`config.mk`:
```
export PLATFORM = sky130hd
export DESIGN_NAME = ilmc_top
export DESIGN_NICKNAME = d
export VERILOG_FILES = /design/src/shared/ilmc_pkg.sv /design/src/ilmc_sync.sv /design/src/ilmc_axil.sv /design/src/ilmc_top.sv
export SDC_FILE = /design/constraint.sdc
export NUM_CORES = 1
export LEC_CHECK = 0
export BUFFER_PORTS_ARGS = -buffer_cell sky130_fd_sc_hd__buf_2
export CAP_MARGIN = 10
export CORE_ASPECT_RATIO = 0.8
export CORE_UTILIZATION = 59
export DETAILED_ROUTE_END_ITERATION = 6
export PLACE_DENSITY = 0.85
export SYNTH_ARGS = -nofsm -noshare
export SYNTH_HDL_FRONTEND = slang
export SYNTH_SLANG_ARGS = --single-unit
```
`constraint.sdc`:
```
create_clock -name core_clk -period 3.1 [get_ports core_clk]
set_input_delay 0 -clock core_clk [delete_from_list [all_inputs] [get_ports core_clk]]
set_output_delay 0 -clock core_clk [all_outputs]
set_load 0.01 [all_outputs]
```
`src/shared/ilmc_pkg.sv`:
```
/*
  Constants, types and helpers shared by the two-wire line and mode control block.
  Assumes one 125 MHz core clock and byte-wide registers placed on 32-bit AXI4-Lite words.
*/
package ilmc_pkg;

  localparam int unsigned ILMC_ADDR_W = 5;

  localparam logic [4:0] OFS_BUS_CONTROL_TWO = 5'h00;
  localparam logic [4:0] OFS_BUS_MODE = 5'h04;
  localparam logic [4:0] OFS_FRAME_CTRL = 5'h08;
  localparam logic [4:0] OFS_FRAME_DATA = 5'h0C;
  localparam logic [4:0] OFS_FRAME_STAT = 5'h10;

  localparam int unsigned B2_BUS_BUSY = 7;
  localparam int unsigned B2_ISSUE_OFF = 6;
  localparam int unsigned B2_LEVEL = 5;
  localparam int unsigned B2_LEVEL_WP = 4;
  localparam int unsigned B2_MONITOR = 3;
  localparam int unsigned B2_RSVD_HI = 2;
  localparam int unsigned B2_CTL_RST = 1;
  localparam int unsigned B2_RSVD_LO = 0;

  localparam int unsigned MD_ORDER = 7;
  localparam int unsigned MD_WAIT = 6;
  localparam int unsigned MD_RSVD_HI = 5;
  localparam int unsigned MD_RSVD_LO = 4;
  localparam int unsigned MD_BC_WP = 3;
  localparam int unsigned MD_BC_LSB = 0;

  localparam int unsigned CT_MASTER = 0;
  localparam int unsigned CT_TWO_WIRE = 1;
  localparam int unsigned CT_START = 2;
  localparam int unsigned SR_BUSY = 0;
  localparam int unsigned SR_ACK = 1;

  localparam logic RST_LEVEL = 1'b1;
  localparam logic RST_CTL_RST = 1'b0;
  localparam logic RST_ORDER = 1'b0;
  localparam logic RST_WAIT = 1'b0;
  localparam logic [2:0] RST_BIT_COUNT = 3'h0;
  localparam logic RST_MASTER = 1'b0;
  localparam logic RST_TWO_WIRE = 1'b1;

  localparam int unsigned CLK_PERIOD_NS = 8;
  localparam int unsigned HALF_BIT_NS = 80;
  localparam int unsigned HALF_BIT_CYCLES = HALF_BIT_NS / CLK_PERIOD_NS;
  localparam int unsigned WAIT_PERIODS = 2;
  localparam logic [2:0] WAIT_TICKS = 3'(WAIT_PERIODS * 2);

  localparam logic [1:0] RESP_OKAY = 2'h0;
  localparam logic [1:0] RESP_SLVERR = 2'h2;

  typedef enum logic [2:0] {
    ENG_IDLE = 3'h0,
    ENG_LOW = 3'h1,
    ENG_HIGH = 3'h3,
    ENG_WAIT = 3'h2,
    ENG_SLAVE = 3'h6
  } ilmc_eng_t;

  typedef struct packed {
    logic en;
    logic [4:0] addr;
    logic [7:0] data;
  } ilmc_wreq_t;

  typedef struct packed {
    logic scl;
    logic sda;
  } ilmc_lines_t;

  function automatic logic ilmc_mapped(input logic [4:0] a);
    return (a == OFS_BUS_CONTROL_TWO) || (a == OFS_BUS_MODE) || (a == OFS_FRAME_CTRL) ||
           (a == OFS_FRAME_DATA) || (a == OFS_FRAME_STAT);
  endfunction : ilmc_mapped

endpackage : ilmc_pkg

```
`src/ilmc_sync.sv`:
```
/*
  Two-flop synchroniser for the bus line levels.
  Assumes inputs come from pins outside the core clock domain.
*/
`timescale 1ns/1ps
module ilmc_sync
  import ilmc_pkg::*;
(
  input wire logic core_clk,
  input wire logic resetn,
  input wire ilmc_pkg::ilmc_lines_t d,
  output ilmc_pkg::ilmc_lines_t q
);
  typedef struct packed {
    ilmc_lines_t s1;
    ilmc_lines_t s2;
  } ilmc_sync_st_t;

  ilmc_sync_st_t st_ff;
  ilmc_sync_st_t nxt_st;

  always_comb
  begin
    nxt_st.s1 = d;
    nxt_st.s2 = st_ff.s1;
  end

  always_ff @(posedge core_clk or negedge resetn)
  begin
    if (!resetn)
      st_ff <= '{s1: '{scl: 1'b1, sda: 1'b1}, s2: '{scl: 1'b1, sda: 1'b1}};
    else
      st_ff <= nxt_st;
  end

  assign q = st_ff.s2;
endmodule : ilmc_sync

```
`src/ilmc_axil.sv`:
```
/*
  AXI4-Lite slave front end: one write and one read at a time.
  Assumes the parent supplies read data combinationally from rd_addr.
*/
`timescale 1ns/1ps
module ilmc_axil
  import ilmc_pkg::*;
(
  input wire logic core_clk,
  input wire logic resetn,
  input wire logic [ILMC_ADDR_W-1:0] awaddr,
  input wire logic awvalid,
  output logic awready,
  input wire logic [31:0] wdata,
  input wire logic [3:0] wstrb,
  input wire logic wvalid,
  output logic wready,
  output logic [1:0] bresp,
  output logic bvalid,
  input wire logic bready,
  input wire logic [ILMC_ADDR_W-1:0] araddr,
  input wire logic arvalid,
  output logic arready,
  output logic [31:0] rdata,
  output logic [1:0] rresp,
  output logic rvalid,
  input wire logic rready,
  output ilmc_pkg::ilmc_wreq_t wreq,
  output logic [4:0] rd_addr,
  input wire logic [7:0] rd_byte
);
  typedef struct packed {
    logic awready;
    logic wready;
    logic aw_got;
    logic w_got;
    logic [4:0] waddr;
    logic [7:0] wdata;
    logic wstrb0;
    logic wr_en;
    logic bvalid;
    logic [1:0] bresp;
    logic arready;
    logic rpend;
    logic [4:0] raddr;
    logic rvalid;
    logic [7:0] rdata;
    logic [1:0] rresp;
  } ilmc_axil_st_t;

  ilmc_axil_st_t st_ff;
  ilmc_axil_st_t nxt_st;

  always_comb
  begin
    nxt_st = st_ff;
    nxt_st.wr_en = 1'b0;
    if (awvalid && st_ff.awready)
    begin
      nxt_st.awready = 1'b0;
      nxt_st.aw_got = 1'b1;
      nxt_st.waddr = awaddr;
    end
    if (wvalid && st_ff.wready)
    begin
      nxt_st.wready = 1'b0;
      nxt_st.w_got = 1'b1;
      nxt_st.wdata = wdata[7:0];
      nxt_st.wstrb0 = wstrb[0];
    end
    if (st_ff.aw_got && st_ff.w_got)
    begin
      nxt_st.aw_got = 1'b0;
      nxt_st.w_got = 1'b0;
      nxt_st.wr_en = st_ff.wstrb0 && ilmc_mapped(st_ff.waddr);
      nxt_st.bvalid = 1'b1;
      nxt_st.bresp = ilmc_mapped(st_ff.waddr) ? RESP_OKAY : RESP_SLVERR;
    end
    if (st_ff.bvalid && bready)
    begin
      nxt_st.bvalid = 1'b0;
      nxt_st.awready = 1'b1;
      nxt_st.wready = 1'b1;
    end
    if (arvalid && st_ff.arready)
    begin
      nxt_st.arready = 1'b0;
      nxt_st.rpend = 1'b1;
      nxt_st.raddr = araddr;
    end
    if (st_ff.rpend)
    begin
      nxt_st.rpend = 1'b0;
      nxt_st.rvalid = 1'b1;
      nxt_st.rdata = ilmc_mapped(st_ff.raddr) ? rd_byte : 8'h00;
      nxt_st.rresp = ilmc_mapped(st_ff.raddr) ? RESP_OKAY : RESP_SLVERR;
    end
    if (st_ff.rvalid && rready)
    begin
      nxt_st.rvalid = 1'b0;
      nxt_st.arready = 1'b1;
    end
  end

  always_ff @(posedge core_clk or negedge resetn)
  begin
    if (!resetn)
    begin
      st_ff <= '0;
      st_ff.awready <= 1'b1;
      st_ff.wready <= 1'b1;
      st_ff.arready <= 1'b1;
    end
    else
      st_ff <= nxt_st;
  end

  assign awready = st_ff.awready;
  assign wready = st_ff.wready;
  assign bvalid = st_ff.bvalid;
  assign bresp = st_ff.bresp;
  assign arready = st_ff.arready;
  assign rvalid = st_ff.rvalid;
  assign rdata = {24'h000000, st_ff.rdata};
  assign rresp = st_ff.rresp;
  assign wreq = '{en: st_ff.wr_en, addr: st_ff.waddr, data: st_ff.wdata};
  assign rd_addr = st_ff.raddr;
endmodule : ilmc_axil

```
`src/ilmc_top.sv`:
```
/*
  Two-wire line and mode control: data-line forcing, clock monitor, control reset,
  bit order, master wait insertion, protected bit count, and a small frame shifter.
  Assumes open-drain SCL/SDA with external pull-ups; the enables are resolved outside.
*/
// The AXI4-Lite slave port and the placing of the registers were decided locally.
`timescale 1ns/1ps
module ilmc_top
  import ilmc_pkg::*;
#(
  parameter int unsigned TICK_CYCLES = HALF_BIT_CYCLES
)
(
  input wire logic core_clk,
  input wire logic resetn,
  input wire logic [ILMC_ADDR_W-1:0] s_axi_awaddr,
  input wire logic s_axi_awvalid,
  output logic s_axi_awready,
  input wire logic [31:0] s_axi_wdata,
  input wire logic [3:0] s_axi_wstrb,
  input wire logic s_axi_wvalid,
  output logic s_axi_wready,
  output logic [1:0] s_axi_bresp,
  output logic s_axi_bvalid,
  input wire logic s_axi_bready,
  input wire logic [ILMC_ADDR_W-1:0] s_axi_araddr,
  input wire logic s_axi_arvalid,
  output logic s_axi_arready,
  output logic [31:0] s_axi_rdata,
  output logic [1:0] s_axi_rresp,
  output logic s_axi_rvalid,
  input wire logic s_axi_rready,
  input wire logic scl_i,
  output logic scl_o,
  output logic scl_oe,
  input wire logic sda_i,
  output logic sda_o,
  output logic sda_oe
);
  import ilmc_pkg::*;

  typedef struct packed {
    logic level;
    logic ctl_rst;
    logic order;
    logic wait_en;
    logic [2:0] bc;
    logic master;
    logic two_wire;
    ilmc_eng_t eng;
    logic [3:0] cnt;
    logic [7:0] sh;
    logic [7:0] rx;
    logic ack;
    logic [2:0] wcnt;
    logic [7:0] div;
    logic scl_prev;
    logic drv_scl;
    logic drv_sda;
    logic scl_oe;
    logic sda_oe;
  } ilmc_st_t;

  localparam logic [7:0] TICK_RELOAD = 8'(TICK_CYCLES - 1);

  ilmc_st_t st_ff;
  ilmc_st_t nxt_st;
  ilmc_wreq_t wreq;
  ilmc_lines_t lines;
  logic [4:0] rd_addr;
  logic [7:0] rd_byte;

  ilmc_sync u_sync (
    .core_clk(core_clk),
    .resetn(resetn),
    .d('{scl: scl_i, sda: sda_i}),
    .q(lines)
  );

  ilmc_axil u_axil (
    .core_clk(core_clk),
    .resetn(resetn),
    .awaddr(s_axi_awaddr),
    .awvalid(s_axi_awvalid),
    .awready(s_axi_awready),
    .wdata(s_axi_wdata),
    .wstrb(s_axi_wstrb),
    .wvalid(s_axi_wvalid),
    .wready(s_axi_wready),
    .bresp(s_axi_bresp),
    .bvalid(s_axi_bvalid),
    .bready(s_axi_bready),
    .araddr(s_axi_araddr),
    .arvalid(s_axi_arvalid),
    .arready(s_axi_arready),
    .rdata(s_axi_rdata),
    .rresp(s_axi_rresp),
    .rvalid(s_axi_rvalid),
    .rready(s_axi_rready),
    .wreq(wreq),
    .rd_addr(rd_addr),
    .rd_byte(rd_byte)
  );

  function automatic logic [3:0] frame_bits(input logic two_wire, input logic [2:0] bc);
    if (two_wire)
      return (bc == 3'h0) ? 4'h9 : 4'({1'b0, bc} + 4'h1);
    return (bc == 3'h0) ? 4'h8 : {1'b0, bc};
  endfunction : frame_bits

  function automatic logic [2:0] bits_to_field(input logic two_wire, input logic [3:0] n);
    if (two_wire)
      return (n >= 4'h9 || n == 4'h0) ? 3'h0 : 3'(n - 4'h1);
    return n[2:0];
  endfunction : bits_to_field

  function automatic logic [7:0] flip(input logic [7:0] v);
    logic [7:0] r;
    r = '0;
    for (int i = 0; i < 8; i++)
      r[i] = v[7 - i];
    return r;
  endfunction : flip

  // Register read mux
  always_comb
  begin
    rd_byte = 8'h00;
    case (rd_addr)
      OFS_BUS_CONTROL_TWO:
      begin
        rd_byte[B2_BUS_BUSY] = (st_ff.eng != ENG_IDLE);
        rd_byte[B2_ISSUE_OFF] = 1'b1;
        rd_byte[B2_LEVEL] = st_ff.level;
        rd_byte[B2_LEVEL_WP] = 1'b1;
        rd_byte[B2_MONITOR] = !st_ff.scl_oe;
        rd_byte[B2_RSVD_HI] = 1'b1;
        rd_byte[B2_CTL_RST] = st_ff.ctl_rst;
        rd_byte[B2_RSVD_LO] = 1'b1;
      end
      OFS_BUS_MODE:
      begin
        rd_byte[MD_ORDER] = st_ff.order;
        rd_byte[MD_WAIT] = st_ff.wait_en;
        rd_byte[MD_RSVD_HI] = 1'b1;
        rd_byte[MD_RSVD_LO] = 1'b1;
        rd_byte[MD_BC_WP] = 1'b1;
        rd_byte[MD_BC_LSB +: 3] = (st_ff.eng != ENG_IDLE) ?
          bits_to_field(st_ff.two_wire, st_ff.cnt) : st_ff.bc;
      end
      OFS_FRAME_CTRL:
      begin
        rd_byte[CT_MASTER] = st_ff.master;
        rd_byte[CT_TWO_WIRE] = st_ff.two_wire;
      end
      OFS_FRAME_DATA:
        rd_byte = st_ff.order ? flip(st_ff.rx) : st_ff.rx;
      OFS_FRAME_STAT:
      begin
        rd_byte[SR_BUSY] = (st_ff.eng != ENG_IDLE);
        rd_byte[SR_ACK] = st_ff.ack;
      end
      default:
        rd_byte = 8'h00;
    endcase
  end

  // Register writes, frame engine and line drive
  always_comb
  begin
    logic tick;
    logic scl_rise;
    logic start;
    nxt_st = st_ff;
    tick = (st_ff.div == 8'h00);
    scl_rise = lines.scl && !st_ff.scl_prev;
    start = 1'b0;
    nxt_st.scl_prev = lines.scl;
    nxt_st.div = (tick || st_ff.eng == ENG_IDLE) ? TICK_RELOAD : 8'(st_ff.div - 8'h01);

    if (wreq.en)
    begin
      case (wreq.addr)
        OFS_BUS_CONTROL_TWO:
        begin
          if (!wreq.data[B2_LEVEL_WP])
            nxt_st.level = wreq.data[B2_LEVEL];
          nxt_st.ctl_rst = wreq.data[B2_CTL_RST];
        end
        OFS_BUS_MODE:
        begin
          nxt_st.order = wreq.data[MD_ORDER];
          nxt_st.wait_en = wreq.data[MD_WAIT];
          if (!wreq.data[MD_BC_WP])
            nxt_st.bc = wreq.data[MD_BC_LSB +: 3];
        end
        OFS_FRAME_CTRL:
        begin
          nxt_st.master = wreq.data[CT_MASTER];
          nxt_st.two_wire = wreq.data[CT_TWO_WIRE];
          start = wreq.data[CT_START] && (st_ff.eng == ENG_IDLE);
        end
        OFS_FRAME_DATA:
          if (st_ff.eng == ENG_IDLE)
            nxt_st.sh = st_ff.order ? flip(wreq.data) : wreq.data;
        default:
          nxt_st.level = st_ff.level;
      endcase
    end

    case (st_ff.eng)
      ENG_IDLE:
        if (start && !st_ff.ctl_rst)
        begin
          nxt_st.cnt = frame_bits(wreq.data[CT_TWO_WIRE], st_ff.bc);
          nxt_st.eng = wreq.data[CT_MASTER] ? ENG_LOW : ENG_SLAVE;
          nxt_st.drv_scl = wreq.data[CT_MASTER];
          nxt_st.div = TICK_RELOAD;
        end
      ENG_LOW:
      begin
        nxt_st.drv_sda = !(st_ff.two_wire && st_ff.cnt == 4'h1) && !st_ff.sh[7];
        if (tick)
        begin
          nxt_st.eng = ENG_HIGH;
          nxt_st.drv_scl = 1'b0;
        end
      end
      ENG_HIGH:
        // A slave holding SCL low stretches this phase
        if (tick && lines.scl)
        begin
          nxt_st.rx = {st_ff.rx[6:0], lines.sda};
          nxt_st.sh = {st_ff.sh[6:0], 1'b0};
          nxt_st.cnt = 4'(st_ff.cnt - 4'h1);
          nxt_st.drv_scl = 1'b1;
          if (st_ff.cnt == 4'h1)
          begin
            nxt_st.eng = ENG_IDLE;
            nxt_st.drv_scl = 1'b0;
            nxt_st.drv_sda = 1'b0;
            nxt_st.bc = 3'h0;
            if (st_ff.two_wire)
            begin
              nxt_st.ack = !lines.sda;
              nxt_st.rx = st_ff.rx;
            end
          end
          else if (st_ff.two_wire && st_ff.wait_en && st_ff.cnt == 4'h2)
          begin
            nxt_st.eng = ENG_WAIT;
            nxt_st.wcnt = WAIT_TICKS;
          end
          else
            nxt_st.eng = ENG_LOW;
        end
      ENG_WAIT:
        if (tick)
        begin
          nxt_st.wcnt = 3'(st_ff.wcnt - 3'h1);
          if (st_ff.wcnt == 3'h1)
            nxt_st.eng = ENG_LOW;
        end
      ENG_SLAVE:
        if (scl_rise)
        begin
          nxt_st.rx = {st_ff.rx[6:0], lines.sda};
          nxt_st.cnt = 4'(st_ff.cnt - 4'h1);
          if (st_ff.cnt == 4'h1)
          begin
            nxt_st.eng = ENG_IDLE;
            nxt_st.bc = 3'h0;
            if (st_ff.two_wire)
            begin
              nxt_st.ack = !lines.sda;
              nxt_st.rx = st_ff.rx;
            end
          end
        end
      default:
        nxt_st.eng = ENG_IDLE;
    endcase

    // Protocol reset clears only the engine, registers keep their values
    if (st_ff.ctl_rst)
    begin
      nxt_st.eng = ENG_IDLE;
      nxt_st.cnt = 4'h0;
      nxt_st.wcnt = 3'h0;
      nxt_st.drv_scl = 1'b0;
      nxt_st.drv_sda = 1'b0;
    end

    nxt_st.scl_oe = nxt_st.drv_scl;
    nxt_st.sda_oe = (nxt_st.eng == ENG_LOW || nxt_st.eng == ENG_HIGH ||
                     nxt_st.eng == ENG_WAIT) ? nxt_st.drv_sda : !nxt_st.level;
  end

  always_ff @(posedge core_clk or negedge resetn)
  begin
    if (!resetn)
    begin
      st_ff <= '0;
      st_ff.level <= RST_LEVEL;
      st_ff.ctl_rst <= RST_CTL_RST;
      st_ff.order <= RST_ORDER;
      st_ff.wait_en <= RST_WAIT;
      st_ff.bc <= RST_BIT_COUNT;
      st_ff.master <= RST_MASTER;
      st_ff.two_wire <= RST_TWO_WIRE;
      st_ff.eng <= ENG_IDLE;
      st_ff.scl_prev <= 1'b1;
    end
    else
      st_ff <= nxt_st;
  end

  assign scl_oe = st_ff.scl_oe;
  assign sda_oe = st_ff.sda_oe;
  assign scl_o = 1'b0;
  assign sda_o = 1'b0;
endmodule : ilmc_top

```
## Word level (Yosys, flattened, before mapping)

Index checks and enable logic that the tools add are counted.

- Register bits: 92
- Latch bits: 0
- RAM bits: 0
- ROM bits: 0
- Input port bits: 55
- Output and inout bits: 45
- Memories kept: 0

- Add/sub/neg operators: 4
- Multiply operators: 0
- Div/mod/pow operators: 0
- $lt $le $gt $ge: 1
- Equality and inequality tests: 27
- Shift-type cells: 0
- Muxes and demuxes: 83
- Bitwise logic cells: 0
- Reduce and logical (&&, ||, !) cells: 60

Operators with widths:

| kind | number |
|---|---|
| $mux W8 | 10 |
| $mux W3 | 18 |
| $mux W9 | 4 |
| $mux W7 | 4 |
| $mux W27 | 1 |
| $mux W1 | 21 |
| $eq A5 B4 Y1 const B | 4 |
| $mux W4 | 5 |
| $mux W2 | 9 |
| $ne A3 B3 Y1 const B | 6 |
| $pmux W6 S3 | 1 |
| $pmux W9 S2 | 1 |
| $reduce_bool A2 Y1 | 9 |
| $logic_and A1 B1 Y1 | 15 |
| $pmux W3 S5 | 1 |
| $eq A3 B2 Y1 const B | 4 |
| $logic_or A1 B1 Y1 | 12 |
| $pmux W3 S2 | 2 |
| $pmux W4 S3 | 1 |
| $mux W11 | 1 |
| $eq A5 B3 Y1 const B | 2 |
| $eq A5 B5 Y1 const B | 2 |
| $logic_not A5 Y1 | 2 |
| $pmux W2 S5 | 1 |
| 24 further kinds | 39 |

## Logic depth before layout (Yosys ltp)

Gate-level depths: netlist of run 1.

- Depth in word-level cells: 15
- Gate-level depth with buffers: 9
- Gate-level depth less buffers: 8

## By module

A second synthesis of run 1 with hierarchy kept.

- Cells, all modules: 484
- Area total of the unflattened synthesis: 4,983.5 um^2

Modules (own cells, without submodules):

| module | instances | cells an instance | area each (um^2) |
|---|---|---|---|
| ilmc_top | 1 | 322 | 2,986.6 |
| ilmc_axil | 1 | 158 | 1,891.8 |
| ilmc_sync | 1 | 4 | 105.1 |

## Worst setup path after synthesis of run 1

Ideal clock, no wire load.

- Path kind: register -> register
- Start point: register st_ff[5] (netlist name)
- End point: register st_ff[17] (netlist name)
- Setup time: 0.127 ns
- Arrival: 1.975 ns
- Data required time: 2.973 ns
- Slack: 0.997 ns
- Stages on the path, launching flop included: 10
- Period minus slack after synthesis: 2.103 ns
- Cells stage by stage: dfrtp_1 -> inv_1 -> ha_1 -> nor3b_2 -> a41oi_1 -> or2_1 -> buf_2 -> nor2b_4 -> buf_6 -> mux2_1

- Word-level cells in the longest chain between the ends: 4

Ends and longest elaborated chain:

| what | RTL line | text |
|---|---|---|
| start, declared | ilmc_top.sv:66 | `ilmc_st_t st_ff;` |
| start signal, assigned | ilmc_top.sv:315 | `st_ff <= nxt_st;` |
| $logic_not A8 Y1 | ilmc_top.sv:175 | `tick = (st_ff.div == 8'h00);` |
| $logic_and A1 B1 Y1 | ilmc_top.sv:231 | `if (tick && lines.scl)` |
| $ne A2 B2 Y1 (no source line) | n/a |  |
| $reduce_and A3 Y1 (no source line) | n/a |  |

No other way between the ends.
A chain may end at the register's enable or synchronous reset.

## Worst setup path in the final report of run 1

- Start point: register st_ff[5] (netlist name)
- End point: register st_ff[24] (netlist name)

The elaborated chain is that of the path after synthesis.

==> flow_metrics.py, run 1 <==
metrics = {
    "yosys": {
        "ys_types": 66,
        "synth-seq-cells": 90,
        "avgSynthCellArea_um2": 10.1,
        "netlist_instances": 480,
        "synth_area_mm2": 0.00485,
        "ys_seq_area_frac": 0.467,
        "synth_top_area_share": 0.413,
        "synth_ff_type": "dfrtp_1",
        "synthArstFlopShare": 1.00,
        "ys_warn_count": 0,
        "synth_edf_count": 0,
        "synthTopCellsByCount": "dfrtp_1, nor2_1, nand2_1, buf_4, o21ai_0",
        "synth_top_cell_by_area": "dfrtp_1",
        "yosysMostFrequentCell": "dfrtp_1",
        "synth_area_leaders": "dfrtp_1, buf_4, mux2_2",
    },
    "route": {
        "dr_total_vias": 3744,
        "drtPass1Iterations": 7,
        "drt-total-wl_um": 10100,
        "wl_per_cell_um": 15.4,
        "ant_nets": 0,
        "post_drt_via_cell_ratio": 5.73,
        "drt-initial-drc-count": 273,
        "drc": 0,
    },
    "setup_path": {
        "startpoint_type": "flop",
        "max_stage_delay_ns": 0.42,
        "critPathArrivalTime_ns": 2.71,
        "cp_max_fo": 9,
        "required_ns": 3.35,
        "crit_chain": "inv_1 -> ha_1 -> nor3b_2 -> a41oi_1 -> or2_1 -> nor2b_4 -> mux2_1",
        "endpoint_kind": "flop",
        "crit_slowest_cell": "or2_1",
        "critical_path_buf_inv_count": 1,
        "cp_top_family": "simple AND/OR/NAND/NOR gates",
        "criticalPathCategory": "flop to flop",
    },
    "timing": {
        "max_freq_mhz": 406,
        "tightest_slew_ns": 1.04,
        "slew_viol_final": 0,
        "clock_skew_ns": 0.0101,
        "relSlewSlack": 0.303,
        "finalHoldViolations": 0,
        "period_share": 0.795,
        "fin_ws_ns": 0.636,
        "finalCriticalPeriod_ns": 2.46,
        "setup_violations": 0,
        "whs_ns": 0.274,
        "setup_tns_ns": 0,
        "rsz0062_at_grt": "no",
    },
    "place": {
        "dpl.hpwl_um": 6770,
        "port_buffers": 44,
        "place_ws_ns": 0.707,
        "routabilityCongestion": 0.848,
        "dp.cells": 607,
    },
    "clock_tree": {
        "cts_tree": "yes",
        "clock-sinks": 90,
        "clockBufferDepth": 2,
        "clkLatencyLatePin_ns": 0.37,
        "cts_setup_buffers": 0,
        "htreeDepth": 3,
        "cts_root_buf": "clkbuf_8",
        "clk_pin_slew_ns": 0.09,
        "cts_buffers": 9,
    },
    "cells_and_area": {
        "nets": 604,
        "drive_above_1_share": 0.198,
        "area_delta_synth_final_pct": 13.0,
        "fin_util": 0.689,
        "antenna_cells": 0,
        "fillers": 584,
        "stdcell_count": 653,
    },
    "global_routing": {
        "grt_antenna_before_repair": 0,
        "busiest_layer": "met2",
        "grt_max_degree": 87,
        "grt_pass1_vias": 3639,
        "gr-usage-met1": 0.367,
        "grt_pass1_wl_um": 17300,
        "grtUsageTotal": 0.262,
        "use_met2": 0.398,
        "overflow": 0,
        "met3_usage": 0.0648,
    },
    "power": {
        "p_per_area_mw_per_mm2": 685,
        "p_leak_nw": 2.49,
        "irDropWorstVdd_mv": 0.465,
    },
    "floorplanning": {
        "die_h_um": 83.1,
        "ioPinCount": 100,
        "fp.dieW_um": 103,
        "rows": 29,
        "initial_core_util": 0.610,
        "die-area_mm2": 0.00859,
        "core_area_mm2": 0.00795,
    },
    "job": {
        "drv_cap": 0,
    },
    "run_status": {
        "outcome": "complete, no violations",
    },
    "worst_hold_path": {
        "min_path_type": "primary input to flop",
    },
}
## layout make-up
type | count | area (um^2) | area share
tap | 108 | 135 | 0.0247
sequential | 90 | 2260 | 0.413
clock inverter | 7 | 85.1 | 0.0155
timing repair buffer | 78 | 553 | 0.101
multi-input combinational | 335 | 2220 | 0.405
inverter | 26 | 97.6 | 0.0178
clock buffer | 9 | 124 | 0.0226
## power breakdown
part	internal, mW	leakage, nW	total, mW	switching [mW]
Clock	0.386	0.103	0.829	0.443
Combinational	0.513	1.24	1.05	0.532
Sequential	1.48	1.15	1.88	0.398
## worst reg2reg max path, stage by stage (launching register included)
cell and delay, ns:
dfrtp_1 0.41, inv_1 0.07, ha_1 0.18, nor3b_2 0.39, a41oi_1 0.20, or2_1 0.42, nor2b_4 0.30, mux2_1 0.38
## metal layers
metal	share of wire	vias up
li1	-	1735
met1	0.43	1811
met2	0.47	171
met3	0.075	27
met4	0.018	0
met5	0	-
## repair_timing
action / CTS / global route
hold endpoints to repair: 101 / 0
gates resized for setup: 0 / 0
hold buffers: 30 / 0
## cell families (layout without fill, tap and decap cells)
logic type,after synthesis,count (layout),synth area share
AOI/OAI and AO/OA,99,99,0.129
muxes,55,55,0.122
DFF,90,90,0.467
adders and majority gates,9,9,0.0232
xor gates and xnor gates,6,6,0.0108
buffers and inverters,82,120,0.0962
and+or+nand+nor,138,138,0.151
other,1,28,0.000773
## path summary, 6_finish.rpt
check	start	endpoint	slack (ns)	cells past startpoint
worst min-delay path	sda_i	u_sync.nxt_st[0]	0.27	2
worst min register to register	u_sync.nxt_st[1]	u_sync.q[1]	0.35	0
max in group asynchronous	resetn	u_axil.arready	2.01	3
worst max register to register	st_ff[5]	st_ff[24]	0.64	7
worst max-delay path	st_ff[5]	st_ff[24]	0.64	7
min in group asynchronous	resetn	st_ff[36]	0.37	2
## state kept, by name, summed over array words and instances (netlist names), 2 cells and up
| register | flops |
|---|---|
| st_ff | 46 |
| u_sync.nxt_st | 2 |
| u_axil.st_ff | 4 |
| u_axil.rdata | 8 |
| u_sync.q | 2 |
| u_axil.rd_addr | 5 |
| u_axil.wreq | 14 |
## placed cells by master, fill, tap and decap left out, types with 3 or more instances in the layout
master          n
a21oi_1        26
a22oi_1         3
buf_2          43
buf_4           5
clkbuf_8        9
conb_1         28
dfrtp_1        80
dfstp_2        10
dlygate4sd3_1  30
ha_1            9
inv_1          26
inv_6           3
mux2_1          8
mux2_2         25
mux2i_1        22
nand2_1        40
nand2b_1        7
nand3_1        11
nand4_1         4
nor2_1         41
nor2b_1         3
nor3_1          7
o2111ai_1       3
o211ai_1        3
o21a_1          3
o21ai_0        29
o21ai_1         5
xnor2_1         5
## stage by stage
stage / area, um^2 / power, mW
3_3_place_gp: 4970 / 2.80
6_report: 5480 / 3.75
3_5_place_dp: 4970 / 2.88
5_1_grt: 5480 / 3.99
4_1_cts: 5480 / 3.75
2_1_floorplan: 4950 / 2.64
Note: power is estimated with default switching activity, not from simulation.
==> inputs of run 2 (changes only) <==
--- a/config.mk
+++ b/config.mk
@@ -8,9 +8,9 @@
 export BUFFER_PORTS_ARGS = -buffer_cell sky130_fd_sc_hd__buf_2
 export CAP_MARGIN = 10
 export CORE_ASPECT_RATIO = 0.8
-export CORE_UTILIZATION = 59
+export CORE_UTILIZATION = 55
 export DETAILED_ROUTE_END_ITERATION = 6
-export PLACE_DENSITY = 0.85
+export PLACE_DENSITY = 0.8
 export SYNTH_ARGS = -nofsm -noshare
 export SYNTH_HDL_FRONTEND = slang
 export SYNTH_SLANG_ARGS = --single-unit
==> constraint.sdc (replaced) <==
create_clock -name core_clk -period 2.43 [get_ports core_clk]
set_input_delay 0 -clock core_clk [delete_from_list [all_inputs] [get_ports core_clk]]
set_output_delay 0 -clock core_clk [all_outputs]
set_load 0.01 [all_outputs]
==> run 2 against run 1 <==
Against the previous run:
- sequential share of layout area down 0.46 points
- combinational power up 28%
- flip-flop and latch count unchanged
- critical path depth unchanged
- total power up 30%
- sequential power up 27%
- critical path type unchanged
- largest power group unchanged
==> flow_metrics.py, run 2 (synthesis gave the netlist of run 1 again) <==
metrics = {
    "cells_and_area": {
        "final_cell_mix": "dfrtp_1, buf_2, nor2_1",
        "layout.cells.most_common": "dfrtp_1",
        "multi_input_area_mm2": 0.00223,
        "largest_register_ffs": 46,
        "nets": 607,
        "antenna_cells": 0,
        "fillers": 676,
        "final-seq-area_mm2": 0.00226,
        "fin_util": 0.650,
        "regMostFlops": "st_ff",
        "area_delta_synth_final_pct": 14.2,
        "drive_above_1_share": 0.201,
    },
    "route": {
        "wl_per_cell_um": 15.6,
        "ant_nets": 0,
        "drt-total-wl_um": 10300,
        "drtPass1Iterations": 7,
        "drt-initial-drc-count": 259,
        "dr_total_vias": 3682,
        "post_drt_via_cell_ratio": 5.58,
        "drc": 0,
    },
    "clock_tree": {
        "cts_root_buf": "clkbuf_8",
        "clk_pin_slew_ns": 0.09,
        "cts_tree": "yes",
        "htreeDepth": 3,
        "clkLatencyLatePin_ns": 0.37,
        "clockBufferDepth": 2,
        "cts_buffers": 9,
        "clock-sinks": 90,
    },
    "global_routing": {
        "grt_max_degree": 55,
        "grtUsageTotal": 0.244,
        "overflow": 0,
        "grt_pass1_vias": 3605,
        "grt_antenna_before_repair": 0,
        "grt_pass1_wl_um": 17300,
    },
    "floorplanning": {
        "ioPinCount": 100,
        "die_h_um": 86.0,
        "die-area_mm2": 0.00920,
        "core_area_mm2": 0.00852,
        "initial_core_util": 0.569,
        "rows": 30,
        "fp.dieW_um": 107,
    },
    "setup_path": {
        "critPathArrivalTime_ns": 2.47,
        "r2r.worst_path.cells": 7,
        "required_ns": 2.68,
        "r2r-end": "st_ff[18]",
        "criticalPathCategory": "flop to flop",
        "reg2reg_from": "st_ff[5]",
        "rrSetupSlack_ns": 0.21,
        "cp_max_fo": 8,
        "startpoint_type": "flop",
        "endpoint_kind": "flop",
    },
    "place": {
        "dpl.hpwl_um": 7050,
        "port_buffers": 44,
        "routabilityCongestion": 0.836,
    },
    "timing": {
        "finalCriticalPeriod_ns": 2.22,
        "slew_viol_final": 0,
        "finalHoldViolations": 0,
        "relSlewSlack": 0.505,
        "setup_violations": 0,
        "rsz0062_at_grt": "no",
        "tightest_slew_ns": 0.737,
        "max_freq_mhz": 450,
        "setup_tns_ns": 0,
        "whs_ns": 0.138,
        "period_share": 0.914,
        "clock_skew_ns": 0.0122,
    },
    "run_status": {
        "outcome": "complete, no violations",
    },
    "power": {
        "p_leak_nw": 2.52,
        "irDropWorstVdd_mv": 0.513,
        "clkPwrFrac": 0.236,
        "power_frac_seq": 0.489,
        "swShare": 0.356,
        "switchingPower_mw": 1.74,
        "intPower_mw": 3.15,
        "p_per_area_mw_per_mm2": 882,
        "p_comb_frac": 0.275,
    },
    "job": {
        "drv_cap": 0,
    },
    "worst_hold_path": {
        "min_path_type": "primary input to asynchronous set/reset pin",
    },
}
run 2: stage by stage:
stage,cell area (um^2),setup WS (ns),instances,power [mW]
2_1_floorplan,4950,0.327,507,3.36
3_3_place_gp,5010,0.234,614,3.59
3_5_place_dp,5010,0.143,614,3.68
4_1_cts,5530,0.131,660,4.87
5_1_grt,5540,0.0758,660,5.20
6_report,5540,0.209,660,4.89
run 2: how the worst max path moves through the flow:
stage / startpoint / to / slack, ns / cells past startpoint
floorplan: st_ff[5] / st_ff[17] / 0.33 / 9
global placement: st_ff[5] / st_ff[19] / 0.23 / 7
detailed placement: st_ff[5] / st_ff[18] / 0.14 / 7
CTS: st_ff[5] / st_ff[18] / 0.13 / 7
global route: st_ff[5] / st_ff[22] / 0.08 / 7
finish: st_ff[5] / st_ff[18] / 0.21 / 7
run 2: per-layer routing:
metal	global-route usage	share of wire	vias to the layer above
met5	0	0	-
li1	-	-	1744
met4	0.0722	0.015	0
met3	0.0570	0.052	16
met1	0.312	0.45	1787
met2	0.415	0.49	135
run 2: repair_timing:
action,in CTS,in global routing
endpoints found under the hold margin,62,0
setup buffers,0,0
endpoints found under the setup margin,0,9
gates resized for setup,0,1
hold buffers,30,0
run 2: final cells by class:
| type | instances | share of cell area |
|---|---|---|
| Clock buffer | 10 | 0.0230 |
| Inverter | 26 | 0.0176 |
| Sequential cell | 90 | 0.409 |
| Clock inverter | 6 | 0.0174 |
| Multi-Input combinational cell | 335 | 0.402 |
| Timing Repair Buffer | 81 | 0.106 |
| Tap cell | 112 | 0.0253 |
run 2: power groups by stage:
stage / sequential (mW) / clock (mW) / combinational (mW)
after floorplan: 2.21 / 0 / 1.15
after global routing: 2.46 / 1.23 / 1.51
final: 2.39 / 1.15 / 1.34
after global placement: 2.37 / 0 / 1.21
after detailed placement: 2.40 / 0 / 1.28
after CTS: 2.37 / 1.17 / 1.33
run 2: critical path, cell delays in order (launching register included):
cell and delay [ns]:
dfrtp_1 0.41, inv_1 0.06, ha_1 0.18, nor3b_4 0.33
a41oi_1 0.19, or2_1 0.33, nor2b_4 0.25, mux2_1 0.35
==> inputs of run 3 (changes only) <==
--- a/config.mk
+++ b/config.mk
@@ -11,6 +11,7 @@
 export CORE_UTILIZATION = 55
 export DETAILED_ROUTE_END_ITERATION = 6
 export PLACE_DENSITY = 0.8
+export RECOVER_POWER = 100
 export SYNTH_ARGS = -nofsm -noshare
 export SYNTH_HDL_FRONTEND = slang
 export SYNTH_SLANG_ARGS = --single-unit
==> run 3 against run 2 <==
Against the previous run:
- register-to-register slack worse by 0.04 ns
- the flow now finishes with violations (capacitance limit, slew limit)
- highest routed layer unchanged
- first-iteration DRC count is 18% lower
- total power shrank 0.39%
- clock skew about the same
- hold slack improved by 0.14 ns
- design area fell by 0.59%
- critical path type unchanged
- non-clock buffer count stayed put
- critical endpoint unchanged
- sequential power is essentially flat
- global-route usage unchanged
- cell count did not move
- clock power about the same
- setup slack lost 0.043 ns
==> flow_metrics.py, run 3 (synthesis gave the netlist of run 1 again) <==
metrics = {
    "run_status": {
        "outcome": "finished, violations left",
        "violations": "capacitance limit, slew limit",
    },
    "floorplanning": {
        "ioPinCount": 100,
        "die_h_um": 86.0,
        "rows": 30,
        "die-area_mm2": 0.00920,
        "core_area_mm2": 0.00852,
        "initial_core_util": 0.569,
        "fp.dieW_um": 107,
    },
    "cells_and_area": {
        "regMostFlops": "st_ff",
        "nets": 607,
        "stdcell_count": 660,
        "antenna_cells": 0,
        "largest_register_ffs": 46,
        "final_cell_mix": "dfrtp_1, nor2_1, nand2_1",
        "area_delta_synth_final_pct": 13.6,
        "layout.cells.most_common": "dfrtp_1",
        "drive_above_1_share": 0.157,
    },
    "setup_path": {
        "rrSetupSlack_ns": 0.17,
        "cp_max_fo": 8,
        "r2r.worst_path.cells": 7,
        "startpoint": "st_ff[5]",
        "required_ns": 2.68,
        "criticalPathCategory": "flop to flop",
        "critPathArrivalTime_ns": 2.51,
        "crit_path_end": "st_ff[18]",
        "endpoint_kind": "flop",
        "startpoint_type": "flop",
        "r2r-end": "st_ff[18]",
        "reg2reg_from": "st_ff[5]",
    },
    "timing": {
        "setup_violations": 0,
        "tightest_slew_ns": 2.02,
        "finalCriticalPeriod_ns": 2.26,
        "slew_viol_final": 37,
        "period_share": 0.932,
        "max_freq_mhz": 442,
        "relSlewSlack": -0.350,
        "finalHoldViolations": 0,
        "rsz0062_at_grt": "no",
        "clock_skew_ns": 0.0127,
        "setup_tns_ns": 0,
    },
    "clock_tree": {
        "clock-sinks": 90,
        "cts_buffers": 9,
        "cts_tree": "yes",
        "htreeDepth": 3,
        "clockBufferDepth": 2,
        "clkLatencyLatePin_ns": 0.37,
        "cts_root_buf": "clkbuf_8",
        "clk_pin_slew_ns": 0.09,
        "cts_setup_buffers": 0,
    },
    "power": {
        "p_per_area_mw_per_mm2": 884,
        "p_leak_nw": 2.45,
        "irDropWorstVdd_mv": 0.512,
    },
    "route": {
        "ant_nets": 0,
        "post_drt_via_cell_ratio": 5.61,
        "drt-initial-drc-count": 212,
        "drt-total-wl_um": 10300,
        "drtPass1Iterations": 5,
        "wl_per_cell_um": 15.6,
        "dr_total_vias": 3700,
        "drc": 0,
    },
    "global_routing": {
        "grt_max_degree": 55,
        "grt_pass1_wl_um": 17300,
        "grt_antenna_before_repair": 0,
        "grt_pass1_vias": 3605,
        "overflow": 0,
        "grtUsageTotal": 0.244,
    },
    "place": {
        "dp.cells": 614,
        "routabilityCongestion": 0.836,
        "port_buffers": 44,
        "dpl.hpwl_um": 7050,
    },
    "worst_hold_path": {
        "min_path_type": "primary input to flop",
    },
    "job": {
        "drv_cap": 1,
    },
}
==> run 3: cell types whose count changed in the layout (fill, tap and decap cells not counted), moves of 2 or more <==
cell | previous run | this run
clkbuf_1 | 1 | 19
buf_2 | 43 | 27
dfstp_1 | 0 | 4
dfstp_2 | 10 | 6
buf_4 | 7 | 5
o21ai_0 | 29 | 31
o21ai_1 | 5 | 3
==> run 3: power by group <==
part / leakage [nW] / total, mW / switching [mW] / internal [mW]
Combinational: 1.19 / 1.32 / 0.682 / 0.643
Sequential: 1.15 / 2.39 / 0.507 / 1.89
Clock: 0.109 / 1.15 / 0.558 / 0.594
Total: 2.45 / 4.87 / 1.75 / 3.12
==> run 3: through the flow <==
stage | util | worst slack [ns] | area [um^2] | power (mW) | hold slack [ns]
3_5_place_dp | 0.588 | 0.143 | 5010 | 3.68 | -0.00580
4_1_cts | 0.649 | 0.131 | 5530 | 4.87 | 0.151
3_3_place_gp | 0.588 | 0.234 | 5010 | 3.59 | -0.0179
5_1_grt | 0.646 | 0.0449 | 5510 | 5.18 | 0.279
6_report | 0.646 | 0.165 | 5510 | 4.87 | 0.282
2_1_floorplan | - | 0.327 | 4950 | 3.36 | -0.296
==> run 3: cell type report <==
cell class | instances | area [um^2]
Tap cell | 112 | 140
Clock inverter | 6 | 96.3
Fill cell | 692 | 3010
Sequential cell | 90 | 2260
Timing Repair Buffer | 81 | 561
Multi-Input combinational cell | 335 | 2220
Clock buffer | 10 | 128
Inverter | 26 | 97.6
==> run 3: layer usage <==
| layer | vias up | GRT usage | routed length [um] |
|---|---|---|---|
| met5 | - | 0 | 0 |
| met4 | 0 | 0.0722 | 176 |
| met3 | 19 | 0.0570 | 596 |
| met2 | 149 | 0.415 | 4980 |
| met1 | 1787 | 0.312 | 4570 |
| li1 | 1745 | - | - |
==> run 3: worst min path at each step <==
stage	start	to	slack, ns	cells past startpoint
CTS	resetn	u_axil.rdata[0]	0.15	2
global placement	resetn	u_axil.rdata[3]	-0.02	1
floorplan	resetn	scl_oe	-0.30	0
finish	scl_i	u_sync.nxt_st[1]	0.28	2
detailed placement	resetn	u_axil.rdata[3]	-0.006	1
global route	scl_i	u_sync.nxt_st[1]	0.28	2
==> run 3: worst max-delay path, cell delays in order, from the launching register on <==
cell,delay [ns]
dfrtp_1,0.41
inv_1,0.07
ha_1,0.18
nor3b_4,0.34
a41oi_1,0.19
or2_0,0.35
nor2b_4,0.27
mux2_1,0.35
==> run 3: what timing repair did <==
action | CTS | global route
endpoints found under the setup margin | 0 | 9
hold buffers | 30 | 0
hold endpoints to repair | 62 | 0
gates resized for setup | 0 | 1
